`config.mk`:
```
export PLATFORM = sky130hd
export DESIGN_NAME = clock_synth_ctrl
export DESIGN_NICKNAME = d
export VERILOG_FILES = /design/src/core/clk_synth_pkg.sv /design/src/core/clk_out_channel.sv /design/src/core/clock_synth_ctrl.sv
export SDC_FILE = /design/constraint.sdc
export NUM_CORES = 1
export LEC_CHECK = 0
export BUFFER_PORTS_ARGS = -buffer_cell sky130_fd_sc_hd__buf_2
export CORE_MARGIN = 8
export CORE_UTILIZATION = 39
export DETAILED_ROUTE_END_ITERATION = 7
export HOLD_SLACK_MARGIN = 0.05
export PLACE_DENSITY = 0.63
export SLEW_MARGIN = 5
export SYNTH_ARGS = -nofsm -noshare
export SYNTH_HDL_FRONTEND = slang
export SYNTH_HIERARCHICAL = 1
export SYNTH_SLANG_ARGS = --single-unit
```
`constraint.sdc`:
```
create_clock -name i_clock -period 110.6 [get_ports i_clock]
set_input_delay 0 -clock i_clock [delete_from_list [all_inputs] [get_ports i_clock]]
set_output_delay 0 -clock i_clock [all_outputs]
set_load 0.02 [all_outputs]
```
`src/core/clk_synth_pkg.sv`:
```
package clk_synth_pkg;

	// Register map, byte wide, one register per index
	localparam int ADDR_W = 4;
	localparam int DATA_W = 8;
	localparam logic [3:0] OFF_CTRL = 4'h0;
	localparam logic [3:0] OFF_SOFT_SEL = 4'h1;
	localparam logic [3:0] OFF_NUM = 4'h2;
	localparam logic [3:0] OFF_DEN = 4'h3;
	localparam logic [3:0] OFF_WD_SEL = 4'h4;
	localparam logic [3:0] OFF_STATUS = 4'h5;
	localparam logic [3:0] OFF_MASK = 4'h6;
	localparam logic [3:0] OFF_STRAP = 4'h7;

	// Field positions
	localparam int CTRL_OVERRIDE_BIT = 0;
	localparam int DEN_PROG_EN_BIT = 7;
	localparam int ST_WD_EXP_BIT = 0;
	localparam int ST_PD_BIT = 1;
	localparam int ST_WD_ACTIVE_BIT = 2;
	localparam int NUM_W = 7;
	localparam int DEN_W = 6;
	localparam int SEL_W = 5;
	localparam int WD_SEL_W = 4;
	localparam int EV_W = 2;

	// Reset values
	localparam logic [7:0] REG_RESET = 8'h00;

	// Gear constants in units of 10 Hz
	localparam logic [23:0] GEAR_LOW = 24'h49_3D06;
	localparam logic [23:0] GEAR_HIGH = 24'h61_A6B3;
	localparam int FREQ_W = 30;

	// Timing
	localparam int CLK_PERIOD_NS = 32'h0000_0028;
	localparam int WD_STEP_NS = 32'h0EE6_B280;
	localparam int WD_STEP_CYCLES = WD_STEP_NS / CLK_PERIOD_NS;
	localparam int PRE_W = 23;
	localparam int RST_PULSE_NS = 32'h0000_07D0;
	localparam int RST_PULSE_CYCLES = (RST_PULSE_NS + CLK_PERIOD_NS - 1) / CLK_PERIOD_NS;
	localparam int RST_CNT_W = 6;

	// Output clock half periods in reference cycles: cpu, mid rate, pci
	localparam int NUM_CLK = 3;
	localparam logic [2:0] CLK_HALF [0:2] = '{3'h1, 3'h2, 3'h4};

	typedef enum logic [1:0] {WD_IDLE, WD_COUNT, WD_PULSE} wd_state_t;
	typedef enum logic [1:0] {PD_RUN, PD_STOPPING, PD_DOWN, PD_LOCK} pd_state_t;

endpackage : clk_synth_pkg

```
`src/core/clk_out_channel.sv`:
```
`timescale 1ns/1ps
module clk_out_channel
(
	input wire logic i_clock, // Reference clock
	input wire logic i_reset, // Synchronous reset
	input wire logic i_run, // Clock allowed to run
	input wire logic [2:0] i_half, // Half period in cycles
	output logic o_clk, // Output clock
	output logic o_clk_comp, // Complement, low when stopped
	output logic o_stopped // Parked low
);
	logic [2:0] cnt_reg;
	logic [2:0] cnt_next;
	logic clk_reg;
	logic clk_next;
	logic comp_reg;
	logic comp_next;
	logic stop_reg;
	logic stop_next;

	always_comb
	begin
		cnt_next = cnt_reg;
		clk_next = clk_reg;
		stop_next = stop_reg;
		// Park only from the low phase so a high pulse is never cut short
		if (!clk_reg && !i_run)
		begin
			cnt_next = 3'h0;
			stop_next = 1'b1;
		end
		else
		begin
			stop_next = 1'b0;
			if (cnt_reg == i_half - 3'h1)
			begin
				cnt_next = 3'h0;
				clk_next = ~clk_reg;
			end
			else
			begin
				cnt_next = cnt_reg + 3'h1;
			end
		end
		comp_next = stop_next ? 1'b0 : ~clk_next;
	end

	always_ff @(posedge i_clock)
	begin
		if (i_reset)
		begin
			cnt_reg <= 3'h0;
			clk_reg <= 1'b0;
			comp_reg <= 1'b0;
			stop_reg <= 1'b1;
		end
		else
		begin
			cnt_reg <= cnt_next;
			clk_reg <= clk_next;
			comp_reg <= comp_next;
			stop_reg <= stop_next;
		end
	end

	assign o_clk = clk_reg;
	assign o_clk_comp = comp_reg;
	assign o_stopped = stop_reg;

endmodule : clk_out_channel

```
`src/core/clock_synth_ctrl.sv`:
```
// How it works
// - On a change, frequency switches first, then the watchdog starts counting.
// - Timeout field rewritten to zero before expiry cancels; no reset, new frequency kept.
// - A new soft frequency selection also starts the watchdog.
// - Expiry pulses the system reset output low and sets the expired flag.
// - With programming enabled and a nonzero denominator, cpu frequency is gear times numerator over denominator; otherwise it is the gear.
// - Gear comes from the latched strap select or the soft select.
// - Power-down input is asynchronous and synchronized before use.
// - In power-down all clocks are held low and the PLLs powered down.
// - Clocks stop synchronously with no truncated pulse.
// - After lock all clocks start within two PCI periods of each other.
// - Programming enable is bit seven; zero off, one on.
// - Override clear uses the strap select; set uses the soft select.
// - Numerator is seven bits and denominator six bits, each in its own byte.
`timescale 1ns/1ps
module clock_synth_ctrl
#(
	parameter int WD_STEP_CYCLES = clk_synth_pkg::WD_STEP_CYCLES
)
(
	input wire logic i_clock, // 25 MHz reference-derived clock
	input wire logic i_reset, // Synchronous reset, active high
	input wire logic [clk_synth_pkg::ADDR_W-1:0] i_addr, // Register index
	input wire logic [clk_synth_pkg::DATA_W-1:0] i_wdata, // Write data
	input wire logic i_write, // Write strobe
	input wire logic i_read, // Read strobe
	output logic [clk_synth_pkg::DATA_W-1:0] o_rdata, // Read data, cycle after strobe
	input wire logic [clk_synth_pkg::SEL_W-1:0] i_strap_select, // Strap pins
	input wire logic i_power_down_n, // Asynchronous power-down, active low
	input wire logic i_pll_locked, // PLL lock indication
	output logic o_system_reset_out_n, // System reset pulse, active low
	output logic o_irq, // Interrupt, level
	output logic o_cpu_clk_true, // CPU clock
	output logic o_cpu_clk_comp, // CPU clock complement
	output logic o_mid_rate_clock, // Mid rate clock
	output logic o_pci_clock, // PCI clock
	output logic o_pll_power_down, // Oscillator and PLL power-down
	output logic [clk_synth_pkg::FREQ_W-1:0] o_cpu_freq_word // CPU frequency, 10 Hz units
);
	import clk_synth_pkg::*;

	logic [7:0] ctrl_reg, ctrl_next;
	logic [SEL_W-1:0] soft_sel_reg, soft_sel_next;
	logic [NUM_W-1:0] num_reg, num_next;
	logic [7:0] den_reg, den_next;
	logic [WD_SEL_W-1:0] wd_sel_reg, wd_sel_next;
	logic [EV_W-1:0] status_reg, status_next;
	logic [EV_W-1:0] mask_reg, mask_next;
	logic [SEL_W-1:0] strap_reg, strap_next;
	logic strap_done_reg;
	logic [7:0] rdata_reg, rdata_next;
	logic irq_reg, irq_next;
	logic pend_reg, pend_next;
	logic change_ev;
	logic [EV_W-1:0] set_vec;
	logic [FREQ_W-1:0] freq_reg, freq_next;
	logic [SEL_W-1:0] sel_src;
	logic [23:0] gear;
	logic [30:0] product;
	logic prog_en;
	wd_state_t wd_state, wd_state_next;
	logic [PRE_W-1:0] pre_reg, pre_next;
	logic [WD_SEL_W-1:0] left_reg, left_next;
	logic [RST_CNT_W-1:0] rst_cnt_reg, rst_cnt_next;
	logic rst_n_reg, rst_n_next;
	logic exp_ev;
	logic sync1_reg, sync2_reg;
	pd_state_t pd_state, pd_state_next;
	logic run_reg, run_next;
	logic pll_pd_reg, pll_pd_next;
	logic pd_ev;
	logic [NUM_CLK-1:0] clk_vec, comp_vec, stopped_vec;
	logic wr_hit;

	// Register file
	assign wr_hit = i_write;
	assign prog_en = den_reg[DEN_PROG_EN_BIT];

	always_comb
	begin
		ctrl_next = ctrl_reg;
		soft_sel_next = soft_sel_reg;
		num_next = num_reg;
		den_next = den_reg;
		wd_sel_next = wd_sel_reg;
		mask_next = mask_reg;
		change_ev = 1'b0;
		strap_next = strap_done_reg ? strap_reg : i_strap_select;
		if (wr_hit)
		begin
			unique case (i_addr)
				OFF_CTRL: ctrl_next = {7'h00, i_wdata[CTRL_OVERRIDE_BIT]};
				OFF_SOFT_SEL:
				begin
					soft_sel_next = i_wdata[SEL_W-1:0];
					change_ev = i_wdata[SEL_W-1:0] != soft_sel_reg;
				end
				OFF_NUM:
				begin
					num_next = i_wdata[NUM_W-1:0];
					change_ev = 1'b1;
				end
				OFF_DEN:
				begin
					den_next = {i_wdata[DEN_PROG_EN_BIT], 1'b0, i_wdata[DEN_W-1:0]};
					change_ev = 1'b1;
				end
				OFF_WD_SEL: wd_sel_next = i_wdata[WD_SEL_W-1:0];
				OFF_MASK: mask_next = i_wdata[EV_W-1:0];
				default: ;
			endcase
		end
		set_vec = '0;
		set_vec[ST_WD_EXP_BIT] = exp_ev;
		set_vec[ST_PD_BIT] = pd_ev;
		// Write one to clear; a new event in the same cycle wins
		status_next = status_reg | set_vec;
		if (wr_hit && i_addr == OFF_STATUS)
		begin
			status_next = (status_reg & ~i_wdata[EV_W-1:0]) | set_vec;
		end
		rdata_next = REG_RESET;
		if (i_read)
		begin
			unique case (i_addr)
				OFF_CTRL: rdata_next = ctrl_reg;
				OFF_SOFT_SEL: rdata_next = {3'h0, soft_sel_reg};
				OFF_NUM: rdata_next = {1'b0, num_reg};
				OFF_DEN: rdata_next = den_reg;
				OFF_WD_SEL: rdata_next = {4'h0, wd_sel_reg};
				OFF_STATUS: rdata_next = {5'h00, wd_state == WD_COUNT, status_reg};
				OFF_MASK: rdata_next = {6'h00, mask_reg};
				OFF_STRAP: rdata_next = {3'h0, strap_reg};
				default: rdata_next = REG_RESET;
			endcase
		end
		irq_next = |(status_next & mask_next);
		pend_next = change_ev;
	end

	always_ff @(posedge i_clock)
	begin
		if (i_reset)
		begin
			ctrl_reg <= REG_RESET;
			soft_sel_reg <= '0;
			num_reg <= '0;
			den_reg <= REG_RESET;
			wd_sel_reg <= '0;
			status_reg <= '0;
			mask_reg <= '0;
			strap_reg <= '0;
			strap_done_reg <= 1'b0;
			rdata_reg <= REG_RESET;
			irq_reg <= 1'b0;
			pend_reg <= 1'b0;
		end
		else
		begin
			ctrl_reg <= ctrl_next;
			soft_sel_reg <= soft_sel_next;
			num_reg <= num_next;
			den_reg <= den_next;
			wd_sel_reg <= wd_sel_next;
			status_reg <= status_next;
			mask_reg <= mask_next;
			strap_reg <= strap_next;
			strap_done_reg <= 1'b1;
			rdata_reg <= rdata_next;
			irq_reg <= irq_next;
			pend_reg <= pend_next;
		end
	end

	// Frequency word
	always_comb
	begin
		sel_src = ctrl_reg[CTRL_OVERRIDE_BIT] ? soft_sel_reg : strap_reg;
		gear = sel_src[0] ? GEAR_HIGH : GEAR_LOW;
		product = {7'h00, gear} * {24'h00_0000, num_reg};
		freq_next = {6'h00, gear};
		if (prog_en && den_reg[DEN_W-1:0] != 6'h00)
		begin
			freq_next = FREQ_W'(product / {25'h000_0000, den_reg[DEN_W-1:0]});
		end
	end

	always_ff @(posedge i_clock)
	begin
		if (i_reset)
			freq_reg <= '0;
		else
			freq_reg <= freq_next;
	end

	// Watchdog; armed on the same edge that the frequency word takes the change
	always_comb
	begin
		wd_state_next = wd_state;
		pre_next = pre_reg;
		left_next = left_reg;
		rst_cnt_next = rst_cnt_reg;
		rst_n_next = rst_n_reg;
		exp_ev = 1'b0;
		unique case (wd_state)
			WD_IDLE:
			begin
				if (pend_reg && wd_sel_reg != '0)
				begin
					wd_state_next = WD_COUNT;
					pre_next = '0;
					left_next = wd_sel_reg;
				end
			end
			WD_COUNT:
			begin
				if (wd_sel_reg == '0)
				begin
					wd_state_next = WD_IDLE;
				end
				else if (pend_reg)
				begin
					pre_next = '0;
					left_next = wd_sel_reg;
				end
				else if (pre_reg == PRE_W'(WD_STEP_CYCLES - 1))
				begin
					pre_next = '0;
					left_next = left_reg - 4'h1;
					if (left_reg == 4'h1)
					begin
						wd_state_next = WD_PULSE;
						rst_n_next = 1'b0;
						rst_cnt_next = '0;
						exp_ev = 1'b1;
					end
				end
				else
				begin
					pre_next = pre_reg + 23'h00_0001;
				end
			end
			WD_PULSE:
			begin
				rst_cnt_next = rst_cnt_reg + 6'h01;
				if (rst_cnt_reg == RST_CNT_W'(RST_PULSE_CYCLES - 1))
				begin
					rst_n_next = 1'b1;
					wd_state_next = WD_IDLE;
				end
			end
			default: wd_state_next = WD_IDLE;
		endcase
	end

	always_ff @(posedge i_clock)
	begin
		if (i_reset)
		begin
			wd_state <= WD_IDLE;
			pre_reg <= '0;
			left_reg <= '0;
			rst_cnt_reg <= '0;
			rst_n_reg <= 1'b1;
		end
		else
		begin
			wd_state <= wd_state_next;
			pre_reg <= pre_next;
			left_reg <= left_next;
			rst_cnt_reg <= rst_cnt_next;
			rst_n_reg <= rst_n_next;
		end
	end

	// Power-down sequencing
	always_comb
	begin
		pd_state_next = pd_state;
		run_next = run_reg;
		pll_pd_next = pll_pd_reg;
		pd_ev = 1'b0;
		unique case (pd_state)
			PD_RUN:
			begin
				if (!sync2_reg)
				begin
					pd_state_next = PD_STOPPING;
					run_next = 1'b0;
					pd_ev = 1'b1;
				end
			end
			PD_STOPPING:
			begin
				if (&stopped_vec)
				begin
					pd_state_next = PD_DOWN;
					pll_pd_next = 1'b1;
				end
			end
			PD_DOWN:
			begin
				if (sync2_reg)
				begin
					pd_state_next = PD_LOCK;
					pll_pd_next = 1'b0;
				end
			end
			PD_LOCK:
			begin
				if (!sync2_reg)
				begin
					pd_state_next = PD_DOWN;
					pll_pd_next = 1'b1;
				end
				else if (i_pll_locked)
				begin
					pd_state_next = PD_RUN;
					run_next = 1'b1;
				end
			end
		endcase
	end

	always_ff @(posedge i_clock)
	begin
		if (i_reset)
		begin
			sync1_reg <= 1'b1;
			sync2_reg <= 1'b1;
			pd_state <= PD_RUN;
			run_reg <= 1'b1;
			pll_pd_reg <= 1'b0;
		end
		else
		begin
			sync1_reg <= i_power_down_n;
			sync2_reg <= sync1_reg;
			pd_state <= pd_state_next;
			run_reg <= run_next;
			pll_pd_reg <= pll_pd_next;
		end
	end

	// One shared run signal keeps every output start in the same cycle
	genvar g;
	generate
		for (g = 0; g < NUM_CLK; g++)
		begin : gen_clk
			clk_out_channel u_chan
			(
				.i_clock(i_clock),
				.i_reset(i_reset),
				.i_run(run_reg),
				.i_half(CLK_HALF[g]),
				.o_clk(clk_vec[g]),
				.o_clk_comp(comp_vec[g]),
				.o_stopped(stopped_vec[g])
			);
		end
	endgenerate

	assign o_rdata = rdata_reg;
	assign o_system_reset_out_n = rst_n_reg;
	assign o_irq = irq_reg;
	assign o_cpu_clk_true = clk_vec[0];
	assign o_cpu_clk_comp = comp_vec[0];
	assign o_mid_rate_clock = clk_vec[1];
	assign o_pci_clock = clk_vec[2];
	assign o_pll_power_down = pll_pd_reg;
	assign o_cpu_freq_word = freq_reg;
endmodule : clock_synth_ctrl

```
* After elaboration in Yosys (flattened, before gate mapping)
Index checks and enable logic that the tools add are counted.
** Word-level totals
- Input port bits :: 23
- Bits in registers :: 132
- Word-level logic and storage cells :: 200
- Output and inout port bits :: 45
** Operators by class
- Equal/unequal tests :: 35
- Mux-type cells :: 63
- Bitwise logic cells :: 14
- Multipliers :: 1
- Reduce and logical (&&, ||, !) cells :: 46
- $add $sub $neg :: 6
- Divide/modulo/power cells :: 1
** Operator list (number)
- 23-bit two-way mux :: 4
- 8-bit case mux with 8 select lines :: 1
- 23-bit case mux with 2 select lines :: 1
- 31-bit by 6-bit divider with 31-bit output :: 1
- 23-bit by 7-bit multiplier with 30-bit output :: 1
- 2-bit two-way mux :: 14
- 1-bit two-way mux :: 25
- 24-bit two-way mux :: 1
- 6-bit two-way mux :: 4
- 23-bit by 1-bit adder with 23-bit output, second input constant :: 1
- 23-bit equality test, second input constant :: 1
- 22-bit two-way mux :: 1
- 2-bit != test, second input constant :: 10
- 4-bit by 3-bit equality test with 1-bit output, second input constant :: 4
- 4-bit two-way mux :: 4
- 4-bit AND reduction :: 4
- 2-bit AND reduction :: 7
- 6-bit case mux with 2 select lines :: 1
- 2-bit OR reduction :: 6
- 5-bit AND reduction :: 2
- 3-bit by 1-bit adder with 3-bit output, second input constant :: 3
- 1-bit NOT :: 9
- 3-bit OR reduction :: 3
- 4-bit by 1-bit equality test with 1-bit output, second input constant :: 2
- 32 further kinds :: 56

* Logic depth before layout (Yosys ltp)
- Depth in word-level cells :: 10
- Mapped depth :: 402

* Cells and area by module
Netlist, hierarchy kept.
** By module, submodules not included
- clock_synth_ctrl :: area each 25587.0 µm², seq. area each 2322.2 µm², cells each 3445, times used 1
- clk_out_channel :: area each 331.6 µm², seq. area each 120.1 µm², cells each 29, times used 3

* Worst setup path after synthesis
OpenSTA, ideal clock, no wires.
- Path type :: reg2reg
- Start point :: register ctrl_reg[0]
- End point :: register freq_reg[0], in the netlist o_cpu_freq_word[0]
- Setup slack :: 34034 ps
- Setup time :: 143 ps
- Required time :: 110457 ps
- Stages on the path, launching flop included :: 379
- Data arrival time :: 76424 ps
- Clock period less this slack :: 76566 ps
- Path through :: dfxtp_1 -> mux2i_1 -> nand2_1 -> xnor2_1 -> inv_1 -> ha_1 -> fa_1 -> fa_1 -> inv_1 -> fa_1 -> inv_1 -> ha_1 -> clkbuf_1 -> a21oi_1 -> o21ai_1 -> a32oi_1 -> a31oi_1 -> nand2b_1 -> [343 not listed] -> nand2b_1 -> a21oi_1 -> o21bai_1 -> a21o_1 -> or4_4 -> nor4b_2 -> nand2_1 -> buf_2 -> mux2_1 -> ha_1 -> and4_1 -> a31oi_1 -> nand3_1 -> nor2_1 -> nand4b_1 -> a2111oi_0 -> and4_1 -> a41oi_2
** Between the ends
- Word-level cells in the longest chain between the ends :: 5
** Ends and longest elaborated chain
- start, declared :: line clock_synth_ctrl.sv:42 : logic [7:0] ctrl_reg, ctrl_next;
- start signal, assigned :: line clock_synth_ctrl.sv:160 : ctrl_reg <= ctrl_next;
- 1-bit two-way mux (*) :: line clock_synth_ctrl.sv:178 : sel_src = ctrl_reg[CTRL_OVERRIDE_BIT] ? soft_sel_reg : strap_reg;
- 22-bit two-way mux (*) :: line clock_synth_ctrl.sv:179 : gear = sel_src[0] ? GEAR_HIGH : GEAR_LOW;
- 23-bit by 7-bit multiplier with 30-bit output :: line clock_synth_ctrl.sv:180 : product = {7'h00, gear} * {24'h00_0000, num_reg};
- 31-bit by 6-bit divider with 31-bit output :: line clock_synth_ctrl.sv:184 : freq_next = FREQ_W'(product / {25'h000_0000, den_reg[DEN_W-1:0]});
- 24-bit two-way mux (*) :: line clock_synth_ctrl.sv:182 : if (prog_en && den_reg[DEN_W-1:0] != 6'h00)
- end signal, assigned :: line clock_synth_ctrl.sv:193 : freq_reg <= freq_next;
- end, declared :: line clock_synth_ctrl.sv:56 : logic [FREQ_W-1:0] freq_reg, freq_next;
Every way passes the cells marked *; elsewhere a longest branch is shown, timed or not.
A chain may end at the register's enable or synchronous reset.

* Final worst setup path
Same ends and word-level chain as after synthesis.

==> flow_summary.html <==
<table>
<tr><th>Metric</th><th>Value</th></tr>
<tr><th colspan="2">Worst setup path</th></tr>
<tr><td>Maximum single-stage delay on the critical path</td><td>0.90 ns</td></tr>
<tr><td>Crit path required time</td><td>110.95 ns</td></tr>
<tr><td>Critical path's most frequent cell</td><td>o21a_1</td></tr>
<tr><td>Endpoint of the lowest-slack register-to-register path</td><td>o_cpu_freq_word[0]$_SDFF_PP0_</td></tr>
<tr><td>Startpoint kind of the worst setup timing path</td><td>flip-flop</td></tr>
<tr><td>Reg-to-Reg Start</td><td>ctrl_reg[0]$_SDFFE_PP0P_</td></tr>
<tr><td>CP Capture Type</td><td>flip-flop</td></tr>
<tr><td>Master of the slowest instance on the critical path</td><td>a221oi_1</td></tr>
<tr><td>Length in cells of the worst reg-to-reg path</td><td>356</td></tr>
<tr><td>Reg2reg setup slack</td><td>21.62 ns</td></tr>
<tr><td>Maximum fanout along the worst path</td><td>20</td></tr>
<tr><td>Critical Setup Path Class</td><td>flip-flop to flip-flop</td></tr>
<tr><td>Arrival time reported for the critical path endpoint</td><td>89.33 ns</td></tr>
<tr><th colspan="2">Clocking</th></tr>
<tr><td>Later-pin clock latency in the skew report</td><td>0.49 ns</td></tr>
<tr><td>CTS tree</td><td>done</td></tr>
<tr><td>Largest buffer count on any clock path</td><td>2</td></tr>
<tr><td>Clock input transition at the sequential cells of the worst setup and hold paths</td><td>0.07 ns</td></tr>
<tr><td>Clock H-tree levels</td><td>4</td></tr>
<tr><td>Inserted Clock Buffers</td><td>17</td></tr>
<tr><td>TritonCTS sink count</td><td>132</td></tr>
<tr><td>Cell at the root of the clock tree</td><td>clkbuf_16</td></tr>
<tr><td>Post-CTS repair timing setup buffer count</td><td>0</td></tr>
<tr><th colspan="2">Cells and area</th></tr>
<tr><td>Diodes inserted</td><td>0</td></tr>
<tr><td>Post-layout utilization of the core</td><td>42.4%</td></tr>
<tr><td>Layout filler cell count</td><td>6915</td></tr>
<tr><td>Number of flip-flops in the largest register</td><td>30</td></tr>
<tr><td>Area overhead of the layout relative to synthesis</td><td>7.69%</td></tr>
<tr><td>Total area of sequential cells</td><td>0.00264 mm²</td></tr>
<tr><td>Final design area excluding fillers</td><td>0.0285 mm²</td></tr>
<tr><td>Total area of multi-input combinational cells</td><td>0.0228 mm²</td></tr>
<tr><td>Fraction of layout instances using a drive strength above 1</td><td>9.78%</td></tr>
<tr><td>Number of nets in the finished design</td><td>3921</td></tr>
<tr><th colspan="2">Min path</th></tr>
<tr><td>Min-delay src</td><td>i_reset</td></tr>
<tr><td>Worst hold stages</td><td>3</td></tr>
<tr><td>Worst min path class</td><td>primary input to flip-flop</td></tr>
<tr><td>Worst hold endpoint</td><td>strap_reg[2]$_SDFFE_PP0N_</td></tr>
<tr><th colspan="2">Drt</th></tr>
<tr><td>Vias after detailed routing</td><td>27000</td></tr>
<tr><td>Antenna-violating nets left</td><td>0</td></tr>
<tr><td>Per-cell via count in the routed design</td><td>6.03</td></tr>
<tr><td>Routed Wire Length</td><td>79300 µm</td></tr>
<tr><td>Average wire length per cell after detail routing</td><td>17.7 µm</td></tr>
<tr><td>Drt first pass iters</td><td>5</td></tr>
<tr><td>Post-route DRC</td><td>0</td></tr>
<tr><td>Initial drt markers</td><td>2080</td></tr>
<tr><th colspan="2">Global routing</th></tr>
<tr><td>Antenna violations before repair</td><td>0</td></tr>
<tr><td>Vias in the first global route</td><td>25300</td></tr>
<tr><td>Wire length of the first global-routing pass</td><td>130000 µm</td></tr>
<tr><td>Remaining Overflow, GRT</td><td>0</td></tr>
<tr><td>Pin count of the biggest net entering global routing</td><td>66</td></tr>
<tr><td>Overall global routing resource usage</td><td>19.8%</td></tr>
<tr><th colspan="2">Place</th></tr>
<tr><td>Placed cell area</td><td>0.0277 mm²</td></tr>
<tr><td>Placer Congestion</td><td>0.936</td></tr>
<tr><td>HPWL reported at the end of detailed placement</td><td>62600 µm</td></tr>
<tr><td>Input/output buffers</td><td>67</td></tr>
<tr><th colspan="2">Run</th></tr>
<tr><td>Maximum capacitance violations</td><td>0</td></tr>
<tr><th colspan="2">Floorplan</th></tr>
<tr><td>Placeable core area</td><td>0.0673 mm²</td></tr>
<tr><td>Number of core rows</td><td>95</td></tr>
<tr><td>Effective utilization at floorplan</td><td>39.4%</td></tr>
<tr><td>Die area</td><td>0.0766 mm²</td></tr>
<tr><td>Overall die height</td><td>277 µm</td></tr>
<tr><td>Chip Width</td><td>277 µm</td></tr>
<tr><td>Io pins</td><td>68</td></tr>
<tr><th colspan="2">Outcome</th></tr>
<tr><td>Result of the run</td><td>complete, no violations</td></tr>
<tr><th colspan="2">STA</th></tr>
<tr><td>Transition time at the pin with the least slew margin</td><td>1.05 ns</td></tr>
<tr><td>Final Max Slew Viols</td><td>0</td></tr>
<tr><td>Maximum clock skew at final layout</td><td>0.0317 ns</td></tr>
<tr><td>Post-Route Hold Slack</td><td>0.220 ns</td></tr>
<tr><td>Final TNS setup</td><td>0 ns</td></tr>
<tr><td>Highest clock frequency the design can meet</td><td>0.0112 GHz</td></tr>
<tr><td>Final setup violation count</td><td>0</td></tr>
<tr><td>Setup repair after global routing missed its margin</td><td>no</td></tr>
<tr><td>Number of endpoints with negative hold slack in the final report</td><td>0</td></tr>
<tr><td>Final worst-path cycle share</td><td>80.5%</td></tr>
<tr><td>Relative slew margins</td><td>29.7%</td></tr>
<tr><td>Min Tclk post-route</td><td>88.98 ns</td></tr>
<tr><th colspan="2">Synth</th></tr>
<tr><td>Synth warn</td><td>6</td></tr>
<tr><td>Cell area after synthesis</td><td>0.0265 mm²</td></tr>
<tr><td>Post-synthesis instance total</td><td>3524</td></tr>
<tr><td>Post-Synthesis Mean Instance Area</td><td>7.52 µm²</td></tr>
</table>
## per-stage QoR
step	instances	setup WS (ns)
finish	4474	21.62
global route	4474	14.11
CTS	4474	22.67
detailed placement	4418	23.01
global placement	4418	25.11
floorplan	3547	34.03
## placed cells by master, fill, tap and decap left out, types with 25 or more instances in the layout
cell type / instances
nand2b_1: 34
dfxtp_1: 132
nand4_1: 57
o31ai_1: 53
a21o_1: 59
nor3_1: 175
and2_1: 34
a21oi_1: 240
a31oi_1: 44
fa_1: 54
ha_1: 256
o21a_1: 118
nor2b_1: 32
mux2i_1: 68
or2_2: 35
nand2_1: 273
xor2_1: 92
a211oi_1: 33
xnor2_1: 124
mux2_2: 43
conb_1: 25
buf_2: 67
nand3_1: 88
nor2_1: 394
inv_1: 184
o211ai_1: 41
or3_1: 37
and3_1: 48
o21ai_0: 133
## cell type report
type / instances / share of cell area [%]
Clock buffer: 19 / 1.55
Clock inverter: 13 / 0.570
Inverter: 186 / 2.45
Multi-Input combinational cell: 3145 / 79.9
Sequential cell: 132 / 9.26
Tap cell: 873 / 3.83
Timing Repair Buffer: 106 / 2.41
## worst max-delay path by stage
stage,start,endpoint,slack [ns],depth (start not counted)
2_1_floorplan,ctrl_reg[0]$_SDFFE_PP0P_,o_cpu_freq_word[0]$_SDFF_PP0_,34.03,378
3_3_place_gp,ctrl_reg[0]$_SDFFE_PP0P_,o_cpu_freq_word[0]$_SDFF_PP0_,25.11,356
3_5_place_dp,ctrl_reg[0]$_SDFFE_PP0P_,o_cpu_freq_word[0]$_SDFF_PP0_,23.01,356
4_1_cts,ctrl_reg[0]$_SDFFE_PP0P_,o_cpu_freq_word[0]$_SDFF_PP0_,22.67,355
5_1_grt,ctrl_reg[0]$_SDFFE_PP0P_,o_cpu_freq_word[0]$_SDFF_PP0_,14.11,358
6_report,ctrl_reg[0]$_SDFFE_PP0P_,o_cpu_freq_word[0]$_SDFF_PP0_,21.62,356
## metal layers
| layer | track usage (%) | vias to the layer above | part of all wire (%) |
|---|---|---|---|
| met4 | 5.04 | 0 | 2.0 |
| li1 | - | 13300 | - |
| met1 | 26.7 | 12700 | 47 |
| met2 | 32.8 | 795 | 45 |
| met3 | 2.74 | 120 | 5.4 |
| met5 | 0 | - | 0 |
## what timing repair did
| item | in CTS | in global routing |
|---|---|---|
| setup endpoints to repair | 0 | 0 |
| resized for setup | 0 | 0 |
| endpoints found under the hold margin | 46 | 0 |
| hold buffers | 24 | 0 |
## worst max-delay path, delay by kind of cell, from the launching register on
family,cells,cell delay [ns]
buf+inv,14,1.26
flops,1,0.40
xor+xnor,2,0.55
mux,7,2.51
fa+ha+maj,35,11.25
compound gates,183,41.92
simple gates,115,30.86
Power is not shown: default switching activity piles up to over one toggle a cycle in this logic, so the estimate is an artifact.
